<file path="config.mk">
export PLATFORM = sky130hd
export DESIGN_NAME = fsp_top
export DESIGN_NICKNAME = d
export VERILOG_FILES = /design/src/fsp_pkg.sv /design/src/fsp_strobe.sv /design/src/fsp_ahb.sv /design/src/fsp_top.sv
export SDC_FILE = /design/constraint.sdc
export NUM_CORES = 1
export LEC_CHECK = 0
export ABC_AREA = 1
export BUFFER_PORTS_ARGS = -buffer_cell sky130_fd_sc_hd__buf_4
export CAP_MARGIN = 40
export CORE_MARGIN = 2
export CORE_UTILIZATION = 50
export CTS_BUF_LIST = sky130_fd_sc_hd__clkbuf_16
export DETAILED_ROUTE_END_ITERATION = 8
export PLACE_DENSITY = 0.9
export SYNTH_ARGS = -nofsm -noshare
export SYNTH_HDL_FRONTEND = slang
export SYNTH_SLANG_ARGS = --single-unit
</file>
<file path="constraint.sdc">
create_clock -name CLK_SYS_IN -period 4.1 [get_ports CLK_SYS_IN]
set_input_delay 0 -clock CLK_SYS_IN [delete_from_list [all_inputs] [get_ports CLK_SYS_IN]]
set_output_delay 0 -clock CLK_SYS_IN [all_outputs]
set_load 0.1 [all_outputs]
</file>
<file path="src/fsp_pkg.sv">
// Package for the flash status poller: register map, pin groups, states and timing
package fsp_pkg;

  // ----------------------------------------------------------------
  // Register map
  // ----------------------------------------------------------------
  localparam logic [7:0] CTRL_OFS   = 8'h00;
  localparam logic [7:0] ADDR_OFS   = 8'h04;
  localparam logic [7:0] WDATA_OFS  = 8'h08;
  localparam logic [7:0] STATUS_OFS = 8'h0C;
  localparam logic [7:0] RDATA_OFS  = 8'h10;
  localparam logic [7:0] TIMER_OFS  = 8'h14;

  // CTRL command codes (written into CTRL bits 2:0)
  localparam logic [2:0] CMD_NONE   = 3'h0;
  localparam logic [2:0] CMD_WRITE  = 3'h1;
  localparam logic [2:0] CMD_READ   = 3'h2;
  localparam logic [2:0] CMD_POLL   = 3'h3;
  localparam logic [2:0] CMD_TIMER  = 3'h4;
  localparam logic [2:0] CMD_RESET  = 3'h5;
  localparam int         CMD_W      = 3;

  // Data bus bit positions of the status bits
  localparam int POLL_BIT   = 7;
  localparam int TOGGLE_BIT = 6;
  localparam int FAIL_BIT   = 5;
  localparam int TIMER_BIT  = 3;
  localparam int SECTOR_BIT = 2;

  // STATUS register fields
  localparam int ST_BUSY  = 0;
  localparam int ST_DONE  = 1;
  localparam int ST_FAIL  = 2;
  localparam int ST_RYBY  = 3;
  localparam int ST_TIMER = 4;

  // Reset command datum for the flash
  localparam logic [15:0] RESET_DATA = 16'h00F0;

  // ----------------------------------------------------------------
  // Timing
  // ----------------------------------------------------------------
  localparam int CLK_MHZ      = 100;
  localparam int STROBE_NS    = 80;
  localparam int STROBE_CYC   = (STROBE_NS * CLK_MHZ + 999) / 1000;
  localparam int CNT_W        = 4;
  localparam logic [CNT_W-1:0] STROBE_CNT = CNT_W'(STROBE_CYC);

  // ----------------------------------------------------------------
  // Types
  // ----------------------------------------------------------------
  typedef struct packed {
    logic        sel_n;
    logic        oe_n;
    logic        we_n;
    logic [21:0] addr;
    logic [15:0] dq_o;
    logic        dq_oe;
  } flash_pins_s;

  typedef enum logic [3:0] {
    S_IDLE   = 4'b0000,
    S_WR     = 4'b0001,
    S_WRHI   = 4'b0010,
    S_RD     = 4'b0011,
    S_RDHI   = 4'b0100,
    S_POLL1  = 4'b0101,
    S_POLL2  = 4'b0110,
    S_CHECK  = 4'b0111,
    S_RSTCMD = 4'b1000
  } seq_e;

endpackage

</file>
<file path="src/fsp_strobe.sv">
// One strobed flash bus cycle timer
`timescale 1ns/1ns
module fsp_strobe (
  input  wire logic CLK_SYS_IN,
  input  wire logic SRST_IN,
  input  wire logic start_in,
  output logic      active_out,
  output logic      done_out
);
  import fsp_pkg::*;

  logic [CNT_W-1:0] cnt_q;
  logic [CNT_W-1:0] cnt_d;
  logic             act_q;
  logic             act_d;

  // Count the low phase of the strobe
  always_comb begin
    cnt_d = cnt_q;
    act_d = act_q;
    if (start_in && !act_q) begin
      act_d = 1'b1;
      cnt_d = STROBE_CNT;
    end else if (act_q) begin
      if (cnt_q == '0) begin
        act_d = 1'b0;
      end else begin
        cnt_d = cnt_q - CNT_W'(1);
      end
    end
  end

  // Registered state
  always_ff @(posedge CLK_SYS_IN) begin
    if (SRST_IN) begin
      cnt_q <= '0;
      act_q <= 1'b0;
    end else begin
      cnt_q <= cnt_d;
      act_q <= act_d;
    end
  end

  assign active_out = act_q;
  assign done_out   = act_q && (cnt_q == '0);

endmodule

</file>
<file path="src/fsp_ahb.sv">
// AHB-Lite slave front end: single word transfers, zero wait states
`timescale 1ns/1ns
module fsp_ahb (
  input  wire logic        CLK_SYS_IN,
  input  wire logic        SRST_IN,
  input  wire logic        hsel_in,
  input  wire logic [31:0] haddr_in,
  input  wire logic [1:0]  htrans_in,
  input  wire logic        hwrite_in,
  input  wire logic        hready_in,
  output logic             wr_out,
  output logic             rd_out,
  output logic [7:0]       addr_out
);
  import fsp_pkg::*;

  logic       wr_q;
  logic       wr_d;
  logic [7:0] a_q;
  logic [7:0] a_d;
  logic       take;

  // Capture address phase; the write lands in the data phase
  always_comb begin
    take = hsel_in && htrans_in[1] && hready_in;
    wr_d = take && hwrite_in;
    a_d  = take ? haddr_in[7:0] : a_q;
  end

  always_ff @(posedge CLK_SYS_IN) begin
    if (SRST_IN) begin
      wr_q <= 1'b0;
      a_q  <= 8'h00;
    end else begin
      wr_q <= wr_d;
      a_q  <= a_d;
    end
  end

  assign wr_out   = wr_q;
  assign rd_out   = take && !hwrite_in;
  assign addr_out = take ? haddr_in[7:0] : a_q;

endmodule

</file>
<file path="src/fsp_top.sv">
// Host-side flash status poller: issues cycles and runs the toggle polling procedure
`timescale 1ns/1ns
module fsp_top (
  input  wire logic        CLK_SYS_IN,
  input  wire logic        SRST_IN,
  input  wire logic        HSEL_IN,
  input  wire logic [31:0] HADDR_IN,
  input  wire logic [1:0]  HTRANS_IN,
  input  wire logic        HWRITE_IN,
  input  wire logic [2:0]  HSIZE_IN,
  input  wire logic        HREADY_IN,
  input  wire logic [31:0] HWDATA_IN,
  output logic [31:0]      HRDATA_OUT,
  output logic             HREADYOUT_OUT,
  output logic             HRESP_OUT,
  input  wire logic [15:0] DQ_IN,
  input  wire logic        READY_BUSY_N_IN,
  output fsp_pkg::flash_pins_s FLASH_OUT
);
  import fsp_pkg::*;

  // ----------------------------------------------------------------
  // Bus slave
  // ----------------------------------------------------------------
  logic       bus_wr;
  logic       bus_rd;
  logic [7:0] bus_addr;

  fsp_ahb u_ahb (
    .CLK_SYS_IN (CLK_SYS_IN),
    .SRST_IN    (SRST_IN),
    .hsel_in    (HSEL_IN),
    .haddr_in   (HADDR_IN),
    .htrans_in  (HTRANS_IN),
    .hwrite_in  (HWRITE_IN),
    .hready_in  (HREADY_IN),
    .wr_out     (bus_wr),
    .rd_out     (bus_rd),
    .addr_out   (bus_addr)
  );

  // ----------------------------------------------------------------
  // Strobe timer
  // ----------------------------------------------------------------
  logic stb_start;
  logic stb_act;
  logic stb_done;

  fsp_strobe u_stb (
    .CLK_SYS_IN (CLK_SYS_IN),
    .SRST_IN    (SRST_IN),
    .start_in   (stb_start),
    .active_out (stb_act),
    .done_out   (stb_done)
  );

  // ----------------------------------------------------------------
  // State
  // ----------------------------------------------------------------
  seq_e        st_q, st_d;
  logic [21:0] addr_q, addr_d;
  logic [15:0] wdat_q, wdat_d;
  logic [15:0] rdat_q, rdat_d;
  logic [15:0] prev_q, prev_d;
  logic        busy_q, busy_d;
  logic        done_q, done_d;
  logic        fail_q, fail_d;
  logic        tmr_q, tmr_d;
  logic        fchk_q, fchk_d;
  logic        ryby_q;
  logic [31:0] hrd_q, hrd_d;
  logic        go;
  logic [CMD_W-1:0] cmd;
  logic        toggled;

  assign go      = bus_wr && (bus_addr == CTRL_OFS) && !busy_q;
  assign cmd     = HWDATA_IN[CMD_W-1:0];
  // A changed toggle bit means the device still runs its algorithm
  assign toggled = DQ_IN[TOGGLE_BIT] != prev_q[TOGGLE_BIT];

  // Sequencer next state
  always_comb begin
    st_d      = st_q;
    addr_d    = addr_q;
    wdat_d    = wdat_q;
    rdat_d    = rdat_q;
    prev_d    = prev_q;
    busy_d    = busy_q;
    done_d    = done_q;
    fail_d    = fail_q;
    tmr_d     = tmr_q;
    fchk_d    = fchk_q;
    stb_start = 1'b0;
    if (bus_wr && bus_addr == ADDR_OFS && !busy_q) begin
      addr_d = HWDATA_IN[21:0];
    end
    if (bus_wr && bus_addr == WDATA_OFS && !busy_q) begin
      wdat_d = HWDATA_IN[15:0];
    end
    unique case (st_q)
      S_IDLE: begin
        if (go) begin
          busy_d = 1'b1;
          done_d = 1'b0;
          unique case (cmd)
            CMD_WRITE: st_d = S_WR;
            CMD_READ:  st_d = S_RD;
            CMD_TIMER: st_d = S_RD; // Optional when sector commands come fast
            // Every poll starts from the first read again
            CMD_POLL: begin
              st_d   = S_POLL1;
              fail_d = 1'b0;
              fchk_d = 1'b0;
            end
            CMD_RESET: begin
              st_d   = S_RSTCMD;
              wdat_d = RESET_DATA;
            end
            default: begin
              busy_d = 1'b0;
              done_d = 1'b1;
            end
          endcase
          tmr_d = (cmd == CMD_TIMER);
        end
      end
      S_WR, S_RSTCMD: begin
        stb_start = 1'b1;
        if (stb_done) begin
          st_d = S_WRHI;
        end
      end
      S_WRHI: begin
        st_d   = S_IDLE;
        busy_d = 1'b0;
        done_d = 1'b1;
      end
      S_RD: begin
        stb_start = 1'b1;
        if (stb_done) begin
          rdat_d = DQ_IN;
          st_d   = S_RDHI;
        end
      end
      S_RDHI: begin
        st_d   = S_IDLE;
        busy_d = 1'b0;
        done_d = 1'b1;
      end
      S_POLL1: begin
        stb_start = 1'b1;
        if (stb_done) begin
          prev_d = DQ_IN;
          st_d   = S_CHECK;
        end
      end
      S_CHECK: begin
        st_d = S_POLL2; // one idle cycle closes the read strobe
      end
      S_POLL2: begin
        stb_start = 1'b1;
        if (stb_done) begin
          rdat_d = DQ_IN;
          prev_d = DQ_IN;
          if (!toggled) begin
            st_d   = S_RDHI;
          end else if (fchk_q) begin
            fail_d = 1'b1;
            st_d   = S_RDHI;
          end else if (DQ_IN[FAIL_BIT]) begin
            fchk_d = 1'b1;
            st_d   = S_CHECK;
          end else begin
            st_d = S_CHECK;
          end
        end
      end
      default: st_d = S_IDLE;
    endcase
  end

  // Sequencer registers
  always_ff @(posedge CLK_SYS_IN) begin
    if (SRST_IN) begin
      st_q   <= S_IDLE;
      addr_q <= '0;
      wdat_q <= '0;
      rdat_q <= '0;
      prev_q <= '0;
      busy_q <= 1'b0;
      done_q <= 1'b0;
      fail_q <= 1'b0;
      tmr_q  <= 1'b0;
      fchk_q <= 1'b0;
      ryby_q <= 1'b1;
    end else begin
      st_q   <= st_d;
      addr_q <= addr_d;
      wdat_q <= wdat_d;
      rdat_q <= rdat_d;
      prev_q <= prev_d;
      busy_q <= busy_d;
      done_q <= done_d;
      fail_q <= fail_d;
      tmr_q  <= tmr_d;
      fchk_q <= fchk_d;
      ryby_q <= READY_BUSY_N_IN;
    end
  end

  // ----------------------------------------------------------------
  // Pins
  // ----------------------------------------------------------------
  // Status reads go to the address software loaded, inside the busy bank
  logic wr_cyc;
  assign wr_cyc = (st_q == S_WR) || (st_q == S_RSTCMD);

  always_comb begin
    FLASH_OUT       = '0;
    FLASH_OUT.addr  = addr_q;
    FLASH_OUT.dq_o  = wdat_q;
    FLASH_OUT.sel_n = !stb_act;
    FLASH_OUT.we_n  = !(stb_act && wr_cyc);
    // The state term keeps oe_n from glitching low as a write strobe ends
    FLASH_OUT.oe_n  = !(stb_act && !wr_cyc && (st_q != S_WRHI));
    FLASH_OUT.dq_oe = wr_cyc;
  end

  // ----------------------------------------------------------------
  // Read data
  // ----------------------------------------------------------------
  // Timer check result lives in STATUS so software can compare before and after
  always_comb begin
    hrd_d = 32'h0000_0000;
    if (bus_rd) begin
      unique case (bus_addr)
        CTRL_OFS:   hrd_d = {29'h0, st_q[2:0]};
        ADDR_OFS:   hrd_d = {10'h0, addr_q};
        WDATA_OFS:  hrd_d = {16'h0, wdat_q};
        STATUS_OFS: begin
          hrd_d[ST_BUSY]  = busy_q;
          hrd_d[ST_DONE]  = done_q;
          hrd_d[ST_FAIL]  = fail_q;
          hrd_d[ST_RYBY]  = ryby_q;
          hrd_d[ST_TIMER] = tmr_q && rdat_q[TIMER_BIT];
        end
        RDATA_OFS:  hrd_d = {16'h0, rdat_q};
        default:    hrd_d = 32'h0000_0000;
      endcase
    end
  end

  always_ff @(posedge CLK_SYS_IN) begin
    if (SRST_IN) begin
      hrd_q <= '0;
    end else begin
      hrd_q <= hrd_d;
    end
  end

  assign HRDATA_OUT    = hrd_q;
  assign HREADYOUT_OUT = 1'b1;
  assign HRESP_OUT     = 1'b0;
endmodule

</file>
==> results by group, run 1 <==
Clocking
  – Clock Sinks: 101
  – Resize count post-CTS: 0
  – Later-pin clock latency in the skew report: 350 ps
  – H-tree level count: 3
  – Cts hold-fix bufs: 47
  – Setup Fix Bufs, Post-CTS: 0
  – Clock buffer count from CTS: 9
  – Reg clk slew, reported paths: 70 ps
  – Max Root-Sink Buffers: 2
  – CTS tree: built
  – Root Buffer: clkbuf_16

Timing
  – Achievable clock frequency: 0.343 GHz
  – RSZ-0062 raised after global routing: no
  – Final TNS setup: 0 ps
  – Hold Violations, Final: 1
  – Tmin final: 2920 ps
  – Setup slack after layout: 1180 ps
  – Relative slew slack: 0.461
  – Worst slew pin tran: 809 ps
  – Hold_ws: -0.922 ps
  – Final slew viol count: 0
  – Final setup violation count: 0
  – Fin crit share: 0.712
  – Max Clock Skew: 13.5 ps

Placement
  – Final HPWL DP: 9.44 mm
  – Cells after DPL: 834
  – Placer Congestion: 0.948
  – I/O Buffers: 116
  – Post-Place Setup Slack: 1340 ps

Finish
  – Share of layout cells above drive strength 1: 0.204
  – # fillers: 634
  – Area of the multi-input gates: 1960 um2
  – Final Non-Filler Cells: 898
  – Area grow syn2layout: 35.2%
  – Final Net Count: 877
  – Register area: 2020 um2

Global routing
  – Total grt overflow: 0
  – Initial antenna violation count: 1
  – Global-route wire length before repair: 22.0 mm
  – Met3 global-route usage: 0.0485
  – Busiest grt layer: met2
  – Met2 usage: 0.449
  – Vias in the first global route: 4,521
  – Largest net degree at the start of global routing: 45
  – GR Util All Layers: 0.280
  – Grt met1 use: 0.358

Synth
  – Synthesized area: 4530 um2
  – Async set-reset flop share out of synthesis: 0
  – Syn_area_per_cell: 7.17 um2
  – Syn. warnings: 0
  – Synth cell types: 33
  – Syn Inst Count: 632
  – EDFF count, synth: 0
  – Most used flip-flop cell after synthesis: dfxtp_1
  – Seq/Total Area, Yosys: 0.446
  – Seq cells post-synth: 101

Detailed routing
  – First DRT Iteration DRCs: 402
  – DRC violations left: 0
  – Vias: 4,726
  – Final ANT Viol Nets: 0
  – Wire per inst: 15.4 um
  – DR pass1 iterations: 6
  – WL final: 13.8 mm
  – Drt via density: 5.26

Setup path
  – Critical path class: reg2reg
  – Crit Path Max Fanout: 21
  – Arrival @ worst endpoint: 3140 ps
  – Critical Path Start: st_q[2]
  – RR Startpoint: st_q[2]
  – RR Endpoint: rdat_q[12]
  – Worst setup endpoint: rdat_q[12]
  – Crit path launch type: flip-flop
  – Req. time, crit path: 4320 ps
  – Worst Setup End Kind: flip-flop
  – Setup slack on the worst flop-to-flop path: 1180 ps
  – Worst Reg-to-Reg Cells: 7

Power
  – Maximum vdd drop: 0.267 mV
  – Total power: 2.71 mW
  – Static leakage power: 2.78 nW
  – Power density over the cells: 442 nW/um2

Run status
  – Status: finished with violations
  – Violated checks: negative hold slack

Floorplanning
  – Die Height: 99.2 um
  – Core area: 8760 um2
  – Die W: 99.2 um
  – Row count: 34
  – Die area: 9840 um2
  – Ports: 167
  – Initial Util: 0.517

Worst hold path
  – Hold WC Path Type: in2reg

Run
  – Number of max-cap violations: 0
[cell usage after synthesis, types with 2 or more instances]
master    instances  area share
nor2_1          101       0.084
ha_1              2      0.0055
inv_2             4      0.0033
nand3_1          27       0.030
buf_1             3      0.0025
nand2_1         105       0.087
nor2_8            2      0.0088
o21ai_1          10       0.011
dfxtp_1         101        0.45
buf_4            13       0.022
or2_2             2      0.0028
nand2_2           6      0.0083
clkbuf_1          7      0.0058
o21ai_0          39       0.043
buf_2             6      0.0066
nand3_4           2      0.0077
a21oi_1          46       0.051
buf_6             4      0.0099
o22ai_1           8       0.011
xor2_1            4      0.0077
nor3_1           14       0.015
o211ai_1          3      0.0050
nand4_1          10       0.014
conb_1            2      0.0017
nor3_2            9       0.020
inv_1            95       0.079
[where the power goes]
| part | switching (mW) | internal (mW) |
|---|---|---|
| registers | 0.0533 | 1.04 |
| logic | 0.555 | 0.240 |
| clock network | 0.404 | 0.420 |
[how the worst min path moves through the flow]
stage               cells past startpoint             from           end  slack (ps)
floorplan                               1          SRST_IN        done_q          70
global placement                        2  READY_BUSY_N_IN        ryby_q         200
detailed placement                      2  READY_BUSY_N_IN        ryby_q         190
CTS                                     5      HADDR_IN[1]  u_ahb.a_q[1]           1
global route                            5      HADDR_IN[1]  u_ahb.a_q[1]          40
finish                                  5      HADDR_IN[1]  u_ahb.a_q[1]        -0.9
[layer usage]
metal	part of all wire	routed length, um	up-vias
met2	0.47	6510	251
met3	0.077	1060	43
met4	0.041	561	0
met5	0	0	-
li1	-	-	2270
met1	0.41	5680	2162
[final cells by class]
| class | instances | share of cell area |
|---|---|---|
| Timing Repair Buffer | 164 | 0.220 |
| Clock inverter | 7 | 0.00959 |
| Multi-Input combinational cell | 408 | 0.320 |
| Clock buffer | 9 | 0.0367 |
| Tap cell | 108 | 0.0220 |
| Sequential cell | 101 | 0.330 |
| Inverter | 100 | 0.0612 |
| Antenna cell | 1 | 0.000408 |
[state kept, by name, summed over array words and instances (netlist names)]
| name | flops |
|---|---|
| HRDATA_OUT | 22 |
| addr_q | 22 |
| rdat_q | 16 |
| wdat_q | 16 |
| u_ahb.a_q | 8 |
| st_q | 4 |
| u_stb.cnt_q | 4 |
| busy_q | 1 |
| done_q | 1 |
| fail_q | 1 |
| fchk_q | 1 |
| prev_q | 1 |
| ryby_q | 1 |
| tmr_q | 1 |
| u_ahb.wr_out | 1 |
| u_stb.active_out | 1 |
[through the flow]
step	instance area, um2	utilization
floorplan	4570	-
global placement	5370	0.613
detailed placement	5370	0.613
CTS	6130	0.699
global route	6130	0.700
finish	6130	0.700
[cells in the final DEF (no fill, tap or decap), drive strengths merged]
cell,synthesis,layout
dlygate4sd3,0,47
inv,99,101
nand2,111,111
nor3,23,23
conb,2,12
and3,1,1
nor2,104,104
clkinvlp,0,3
dfxtp,101,101
clkbuf,7,9
xnor2,1,1
a21oi,46,46
nand4,10,10
nand3,30,30
o22ai,8,8
o21ai,50,50
nor4,1,1
o211ai,3,3
clkinv,1,3
or2,2,2
xor2,4,4
buf,26,117
ha,2,2
diode,0,1
[critical path: stages, from the launching register on]
cell and delay (ps):
dfxtp_1 460, nand2_1 140, nor3_1 480, inv_1 120
a21oi_1 660, inv_1 520, o21ai_0 340, a21oi_1 60
[kinds of logic (layout without fill, tap and decap cells)]
logic type / Yosys count / in the layout / share of synthesized area
and+or+nand+nor: 282 / 282 / 0.283
adders and majority gates: 2 / 2 / 0.00552
xor gates and xnor gates: 5 / 5 / 0.00966
other: 2 / 13 / 0.00166
AOI/OAI and AO/OA: 107 / 107 / 0.124
buffers and inverters: 133 / 280 / 0.129
DFF: 101 / 101 / 0.446
Power figures use the tool's default switching activity.
==> inputs of run 2 (changes only) <==
CORE_UTILIZATION = 49   (was 50)
PLACE_DENSITY = 0.88   (was 0.9)
clock period = 2.7 ns   (was 4.1 ns; I/O delays follow)
==> run 2 against run 1 <==
Maximum frequency up 30%; critical endpoint is now rdat_q[11]; first-iteration DRC count up 9.2%; largest cell class unchanged; die area up 2.0%; clock power up 63%; clock-buffer cell count unchanged; register-to-register slack worse by 730 ps; power up 55%; critical path depth up 1; sequential share of layout area down 0.15 points; critical path type unchanged; combinational power up 52%; the run still ends with negative hold slack left; non-clock buffer count up 2; wire length up 3.2%.
==> results by group, run 2 (synthesis results as in run 1) <==
Setup path
  – Critical path class: reg2reg
  – Req. time, crit path: 2910 ps
  – Slowest Stage Delay on Critical Path: 440 ps
  – Arrival @ worst endpoint: 2460 ps
  – Crit path launch type: flip-flop
  – Slowest-stage cell, CP: dfxtp_1
  – RR Endpoint: rdat_q[11]
  – Crit-path cells: inv_1 > nor3_1 > buf_4 > inv_1 > a21oi_1 > inv_1 > o21ai_0 > a21oi_1
  – Most frequent CP cell: inv_1
  – RR Startpoint: st_q[1]
  – Worst Setup End Kind: flip-flop
  – Worst Reg-to-Reg Cells: 8
  – WP buf/inv: 4
  – Setup slack on the worst flop-to-flop path: 450 ps
  – Cell family with most CP delay: compound AO/OA/AOI/OAI gates
  – Crit Path Max Fanout: 21

Worst hold path
  – Hold_sp: HADDR_IN[1]
  – Cells on Worst Hold Path: 5
  – Hold WC Path Type: in2reg
  – Hold Path Sink: u_ahb.a_q[1]

Timing
  – Relative slew slack: 0.490
  – Final TNS setup: 0 ps
  – Hold_ws: -2.76 ps
  – Final slew viol count: 0
  – Achievable clock frequency: 0.445 GHz
  – Worst slew pin tran: 762 ps
  – Tmin final: 2250 ps
  – Final setup violation count: 0
  – Fin crit share: 0.832
  – Hold Violations, Final: 2
  – Max Clock Skew: 18.2 ps
  – RSZ-0062 raised after global routing: no

Power
  – Logic pwr share: 0.289
  – Clock share of power: 0.318
  – Pint: 2.66 mW
  – Power density over the cells: 683 nW/um2
  – Total power: 4.21 mW
  – Net Sw Frac: 0.367
  – Maximum vdd drop: 0.356 mV
  – Static leakage power: 2.80 nW
  – Psw: 1.54 mW
  – Seq pwr share: 0.393

Clocking
  – Setup Fix Bufs, Post-CTS: 0
  – H-tree level count: 3
  – Later-pin clock latency in the skew report: 360 ps
  – Max Root-Sink Buffers: 2
  – Resize count post-CTS: 0
  – Reg clk slew, reported paths: 70 ps
  – Root Buffer: clkbuf_16
  – CTS tree: built
  – Clock Sinks: 101
  – Clock buffer count from CTS: 9

Placement
  – Placer Congestion: 0.891
  – Final HPWL DP: 9.43 mm
  – Cells after DPL: 841
  – I/O Buffers: 116

Detailed routing
  – Final ANT Viol Nets: 0
  – First DRT Iteration DRCs: 439
  – Wire per inst: 15.8 um
  – WL final: 14.2 mm
  – Vias: 4,832
  – Drt via density: 5.35
  – DR pass1 iterations: 7
  – DRC violations left: 0

Global routing
  – Largest net degree at the start of global routing: 45
  – Total grt overflow: 0
  – GR Util All Layers: 0.280
  – Vias in the first global route: 4,598
  – Initial antenna violation count: 1
  – Global-route wire length before repair: 22.2 mm

Finish
  – Final Net Count: 879
  – # fillers: 686
  – Register area: 2020 um2
  – Share of layout cells above drive strength 1: 0.207
  – Most frequent cells in the layout: buf_4, nand2_1, dfxtp_1, nor2_1, inv_1
  – Most common cell after layout, fill and taps aside: buf_4
  – Final Non-Filler Cells: 903
  – Area of the multi-input gates: 1960 um2
  – Area grow syn2layout: 35.9%

Floorplanning
  – Die W: 100 um
  – Die Height: 100 um
  – Ports: 167
  – Initial Util: 0.498
  – Row count: 35
  – Core area: 9110 um2
  – Die area: 10,000 um2

Run status
  – Status: finished with violations
  – Violated checks: negative hold slack

Run
  – Number of max-cap violations: 0
[run 2: area by class of cell]
type / count / share of cell area
Antenna cell: 1 / 0.000406
Inverter: 100 / 0.0609
Clock inverter: 7 / 0.0120
Multi-Input combinational cell: 408 / 0.319
Sequential cell: 101 / 0.328
Timing Repair Buffer: 166 / 0.221
Tap cell: 111 / 0.0225
Clock buffer: 9 / 0.0366
[run 2: worst min-delay path: stages]
cell     delay (ps)
buf_4            80
inv_1            30
nand4_1          60
nand2_1          60
nor2_1           90
[run 2: routing by layer]
metal | vias to the layer above | global-route usage | part of all wire
li1 | 2276 | - | -
met2 | 302 | 0.452 | 0.47
met4 | 0 | 0.174 | 0.067
met3 | 79 | 0.0564 | 0.079
met1 | 2175 | 0.345 | 0.39
met5 | - | 0 | 0
[run 2: repair_timing]
| item | in CTS | in global routing |
|---|---|---|
| setup endpoints to repair | 0 | 0 |
| endpoints found under the hold margin | 60 | 0 |
| hold buffers | 45 | 0 |
[run 2: how the worst max path moves through the flow]
stage / slack (ps) / to / from / cells past startpoint
after floorplan: 800 / rdat_q[14] / u_stb.active_out / 8
after global placement: 750 / wdat_q[10] / HREADY_IN / 11
after detailed placement: 620 / addr_q[2] / HREADY_IN / 10
after CTS: 580 / addr_q[17] / HADDR_IN[6] / 12
after global routing: 300 / rdat_q[11] / u_stb.cnt_q[0] / 9
final: 450 / rdat_q[11] / st_q[1] / 8
[run 2: stage by stage]
step / worst slack, ps / instance area [um2] / util / hold WS (ps)
2_1_floorplan: 805 / 4570 / - / 69.1
3_5_place_dp: 623 / 5410 / 0.594 / 201
4_1_cts: 580 / 6160 / 0.676 / 6.79
3_3_place_gp: 754 / 5410 / 0.594 / 198
5_1_grt: 299 / 6160 / 0.676 / 24.1
6_report: 452 / 6160 / 0.676 / -2.76
[run 2: power by group through the flow]
stage	registers [mW]	logic (mW)	clock network, mW
finish	1.65	1.21	1.34
detailed placement	1.68	1.13	0
global route	1.66	1.33	1.38
CTS	1.65	1.19	1.30
floorplan	1.66	0.910	0
global placement	1.68	1.10	0
==> inputs of run 3 (changes only) <==
ABC_AREA = 0   (was 1)
CORE_UTILIZATION = 45   (was 49)
PLACE_DENSITY = 0.86   (was 0.88)
clock period = 1.95 ns   (was 2.7 ns; I/O delays follow)
==> run 3 against run 2 <==
Register-to-register slack got worse by 540 ps; the run ends with negative setup slack left; wire length rose by 0.29%; critical path depth shrank 2; combinational power fell by 9.9%; sequential share of layout area fell by 2.4 points; core utilization up 0.075 points; critical endpoint is now tmr_q; global-route usage fell by 3.5 points; hold slack improved by 92 ps; sequential power is 30% higher; final cell count shrank 10%.
==> results by group, run 3 <==
Synth
  – Syn_area_per_cell: 9.30 um2
  – Seq cells post-synth: 101
  – Top cells by area, synth: dfxtp_1, mux2i_1, nor2_1
  – Synth cell types: 51
  – Synthesized area: 4570 um2
  – EDFF count, synth: 0
  – Async set-reset flop share out of synthesis: 0
  – Seq/Total Area, Yosys: 0.443
  – Area share of the largest cell type after synthesis: 0.443
  – Syn. warnings: 0
  – Most used flip-flop cell after synthesis: dfxtp_1
  – Area leader, netlist: dfxtp_1
  – Most common cell in the netlist: dfxtp_1
  – Post-synth top cells: dfxtp_1, nor2_1, mux2i_1
  – Syn Inst Count: 491

Timing
  – Final setup violation count: 17
  – Final TNS setup: -935 ps
  – Hold Violations, Final: 0
  – Fin crit share: 1.04
  – Setup slack after layout: -84.2 ps
  – Final slew viol count: 0
  – Tmin final: 2030 ps
  – Max Clock Skew: 6.99 ps
  – Achievable clock frequency: 0.492 GHz
  – Relative slew slack: 0.416
  – RSZ-0062 raised after global routing: yes
  – Worst slew pin tran: 874 ps
  – Hold_ws: 89.0 ps

Setup path
  – Req. time, crit path: 2210 ps
  – RR Startpoint: u_ahb.a_q[2]
  – Critical path class: reg2reg
  – Crit path launch type: flip-flop
  – Worst Setup End Kind: flip-flop
  – Crit Path Max Fanout: 4
  – Worst Reg-to-Reg Cells: 6
  – RR Endpoint: tmr_q
  – Setup slack on the worst flop-to-flop path: -80 ps
  – Arrival @ worst endpoint: 2300 ps

Finish
  – Area grow syn2layout: 45.6%
  – Final Net Count: 768
  – Most frequent cells in the layout: buf_4, dfxtp_1, nor2_1, mux2i_1, dlygate4sd3_1
  – Fin area: 6650 um2
  – Most common cell after layout, fill and taps aside: buf_4
  – # fillers: 724
  – Share of layout cells above drive strength 1: 0.299
  – Area of the multi-input gates: 2380 um2
  – # diodes: 0
  – Register area: 2030 um2

Clocking
  – Root Buffer: clkbuf_16
  – Clock buffer count from CTS: 9
  – CTS tree: built
  – Max Root-Sink Buffers: 2
  – Reg clk slew, reported paths: 70 ps
  – Later-pin clock latency in the skew report: 340 ps
  – Clock Sinks: 101
  – H-tree level count: 3

Floorplanning
  – Row count: 36
  – Ports: 167
  – Die area: 11,000 um2
  – Initial Util: 0.465
  – Core area: 9820 um2
  – Die W: 105 um
  – Die Height: 105 um

Global routing
  – GR Util All Layers: 0.245
  – Largest net degree at the start of global routing: 42
  – Vias in the first global route: 4,342
  – Global-route wire length before repair: 21.6 mm
  – Initial antenna violation count: 0
  – Total grt overflow: 0

Detailed routing
  – DRC violations left: 0
  – Vias: 4,479
  – WL final: 14.3 mm
  – Final ANT Viol Nets: 0
  – Wire per inst: 17.6 um
  – First DRT Iteration DRCs: 402
  – DR pass1 iterations: 6
  – Drt via density: 5.51

Run status
  – Status: finished with violations
  – Violated checks: negative setup slack

Placement
  – Final HPWL DP: 9.49 mm
  – Placer Congestion: 0.994
  – I/O Buffers: 116
  – DP Area: 5730 um2

Worst hold path
  – Cells on Worst Hold Path: 2
  – Hold_sp: SRST_IN
  – Hold WC Path Type: in2reg
  – Hold Path Sink: addr_q[4]

Power
  – Total power: 4.93 mW
  – Maximum vdd drop: 0.473 mV
  – Power density over the cells: 741 nW/um2
  – Static leakage power: 2.84 nW

Run
  – Number of max-cap violations: 0
[run 3: how the worst max path moves through the flow]
stage / startpoint / slack, ps / cells after the start / endpoint
floorplan: u_ahb.a_q[2] / -60 / 6 / wdat_q[11]
global placement: u_ahb.a_q[6] / -70 / 6 / wdat_q[3]
detailed placement: u_ahb.a_q[6] / -110 / 6 / wdat_q[11]
CTS: u_ahb.a_q[2] / -70 / 6 / wdat_q[14]
global route: u_ahb.a_q[6] / -150 / 6 / tmr_q
finish: u_ahb.a_q[2] / -80 / 6 / tmr_q
[run 3: logic make-up (layout without fill, tap and decap cells)]
family,after synthesis,count (layout),share of synthesized area
other cells,2,12,0.00164
simple gates,171,171,0.182
flops,101,101,0.443
mux,65,65,0.144
xor+xnor,9,9,0.0173
buf+inv,50,229,0.0589
compound gates,90,90,0.145
fa+ha+maj,3,3,0.00767
[run 3: timing repair]
| action | in CTS | in global routing |
|---|---|---|
| endpoints found under the hold margin | 65 | 0 |
| endpoints found under the setup margin | 41 | 44 |
| gates cloned | 0 | 3 |
| buffers inserted | 2 | 2 |
| pin swaps | 3 | 6 |
| gates resized for setup | 5 | 11 |
| hold buffers | 47 | 0 |
[run 3: routing by layer]
layer | vias to the layer above | track usage | share of wire
li1 | 2074 | - | -
met5 | - | 0 | 0
met1 | 2101 | 0.299 | 0.40
met2 | 253 | 0.423 | 0.48
met4 | 0 | 0.0838 | 0.037
met3 | 51 | 0.0574 | 0.082
[run 3: area by class of cell]
class                   count  share of cell area
clock inverters             7             0.00791
repair buffers            206               0.266
well taps                 133              0.0250
clock buffers               9              0.0339
flip-flops and latches    101               0.305
multi-input cells         350               0.359
inverters                   7             0.00395
[run 3: stage by stage]
stage               utilization  worst slack (ps)  instances
finish                    0.677             -84.2        813
global route              0.677              -150        813
CTS                       0.663             -66.3        808
detailed placement        0.583              -114        743
global placement          0.583             -73.7        742
floorplan                     -             -56.6        501
[run 3: worst max-delay path, stage by stage, from the launching register on]
cell      delay (ps)
dfxtp_2          320
a311o_1          350
or4b_4           550
a211oi_4         260
buf_4            180
nand3_1          100
a21oi_1          190
[run 3: where the power goes]
group | leakage, nW | internal (mW) | switching, mW
sequential | 0.816 | 2.10 | 0.0490
combinational | 1.88 | 0.456 | 0.633
clock | 0.141 | 0.875 | 0.811
total | 2.84 | 3.44 | 1.49
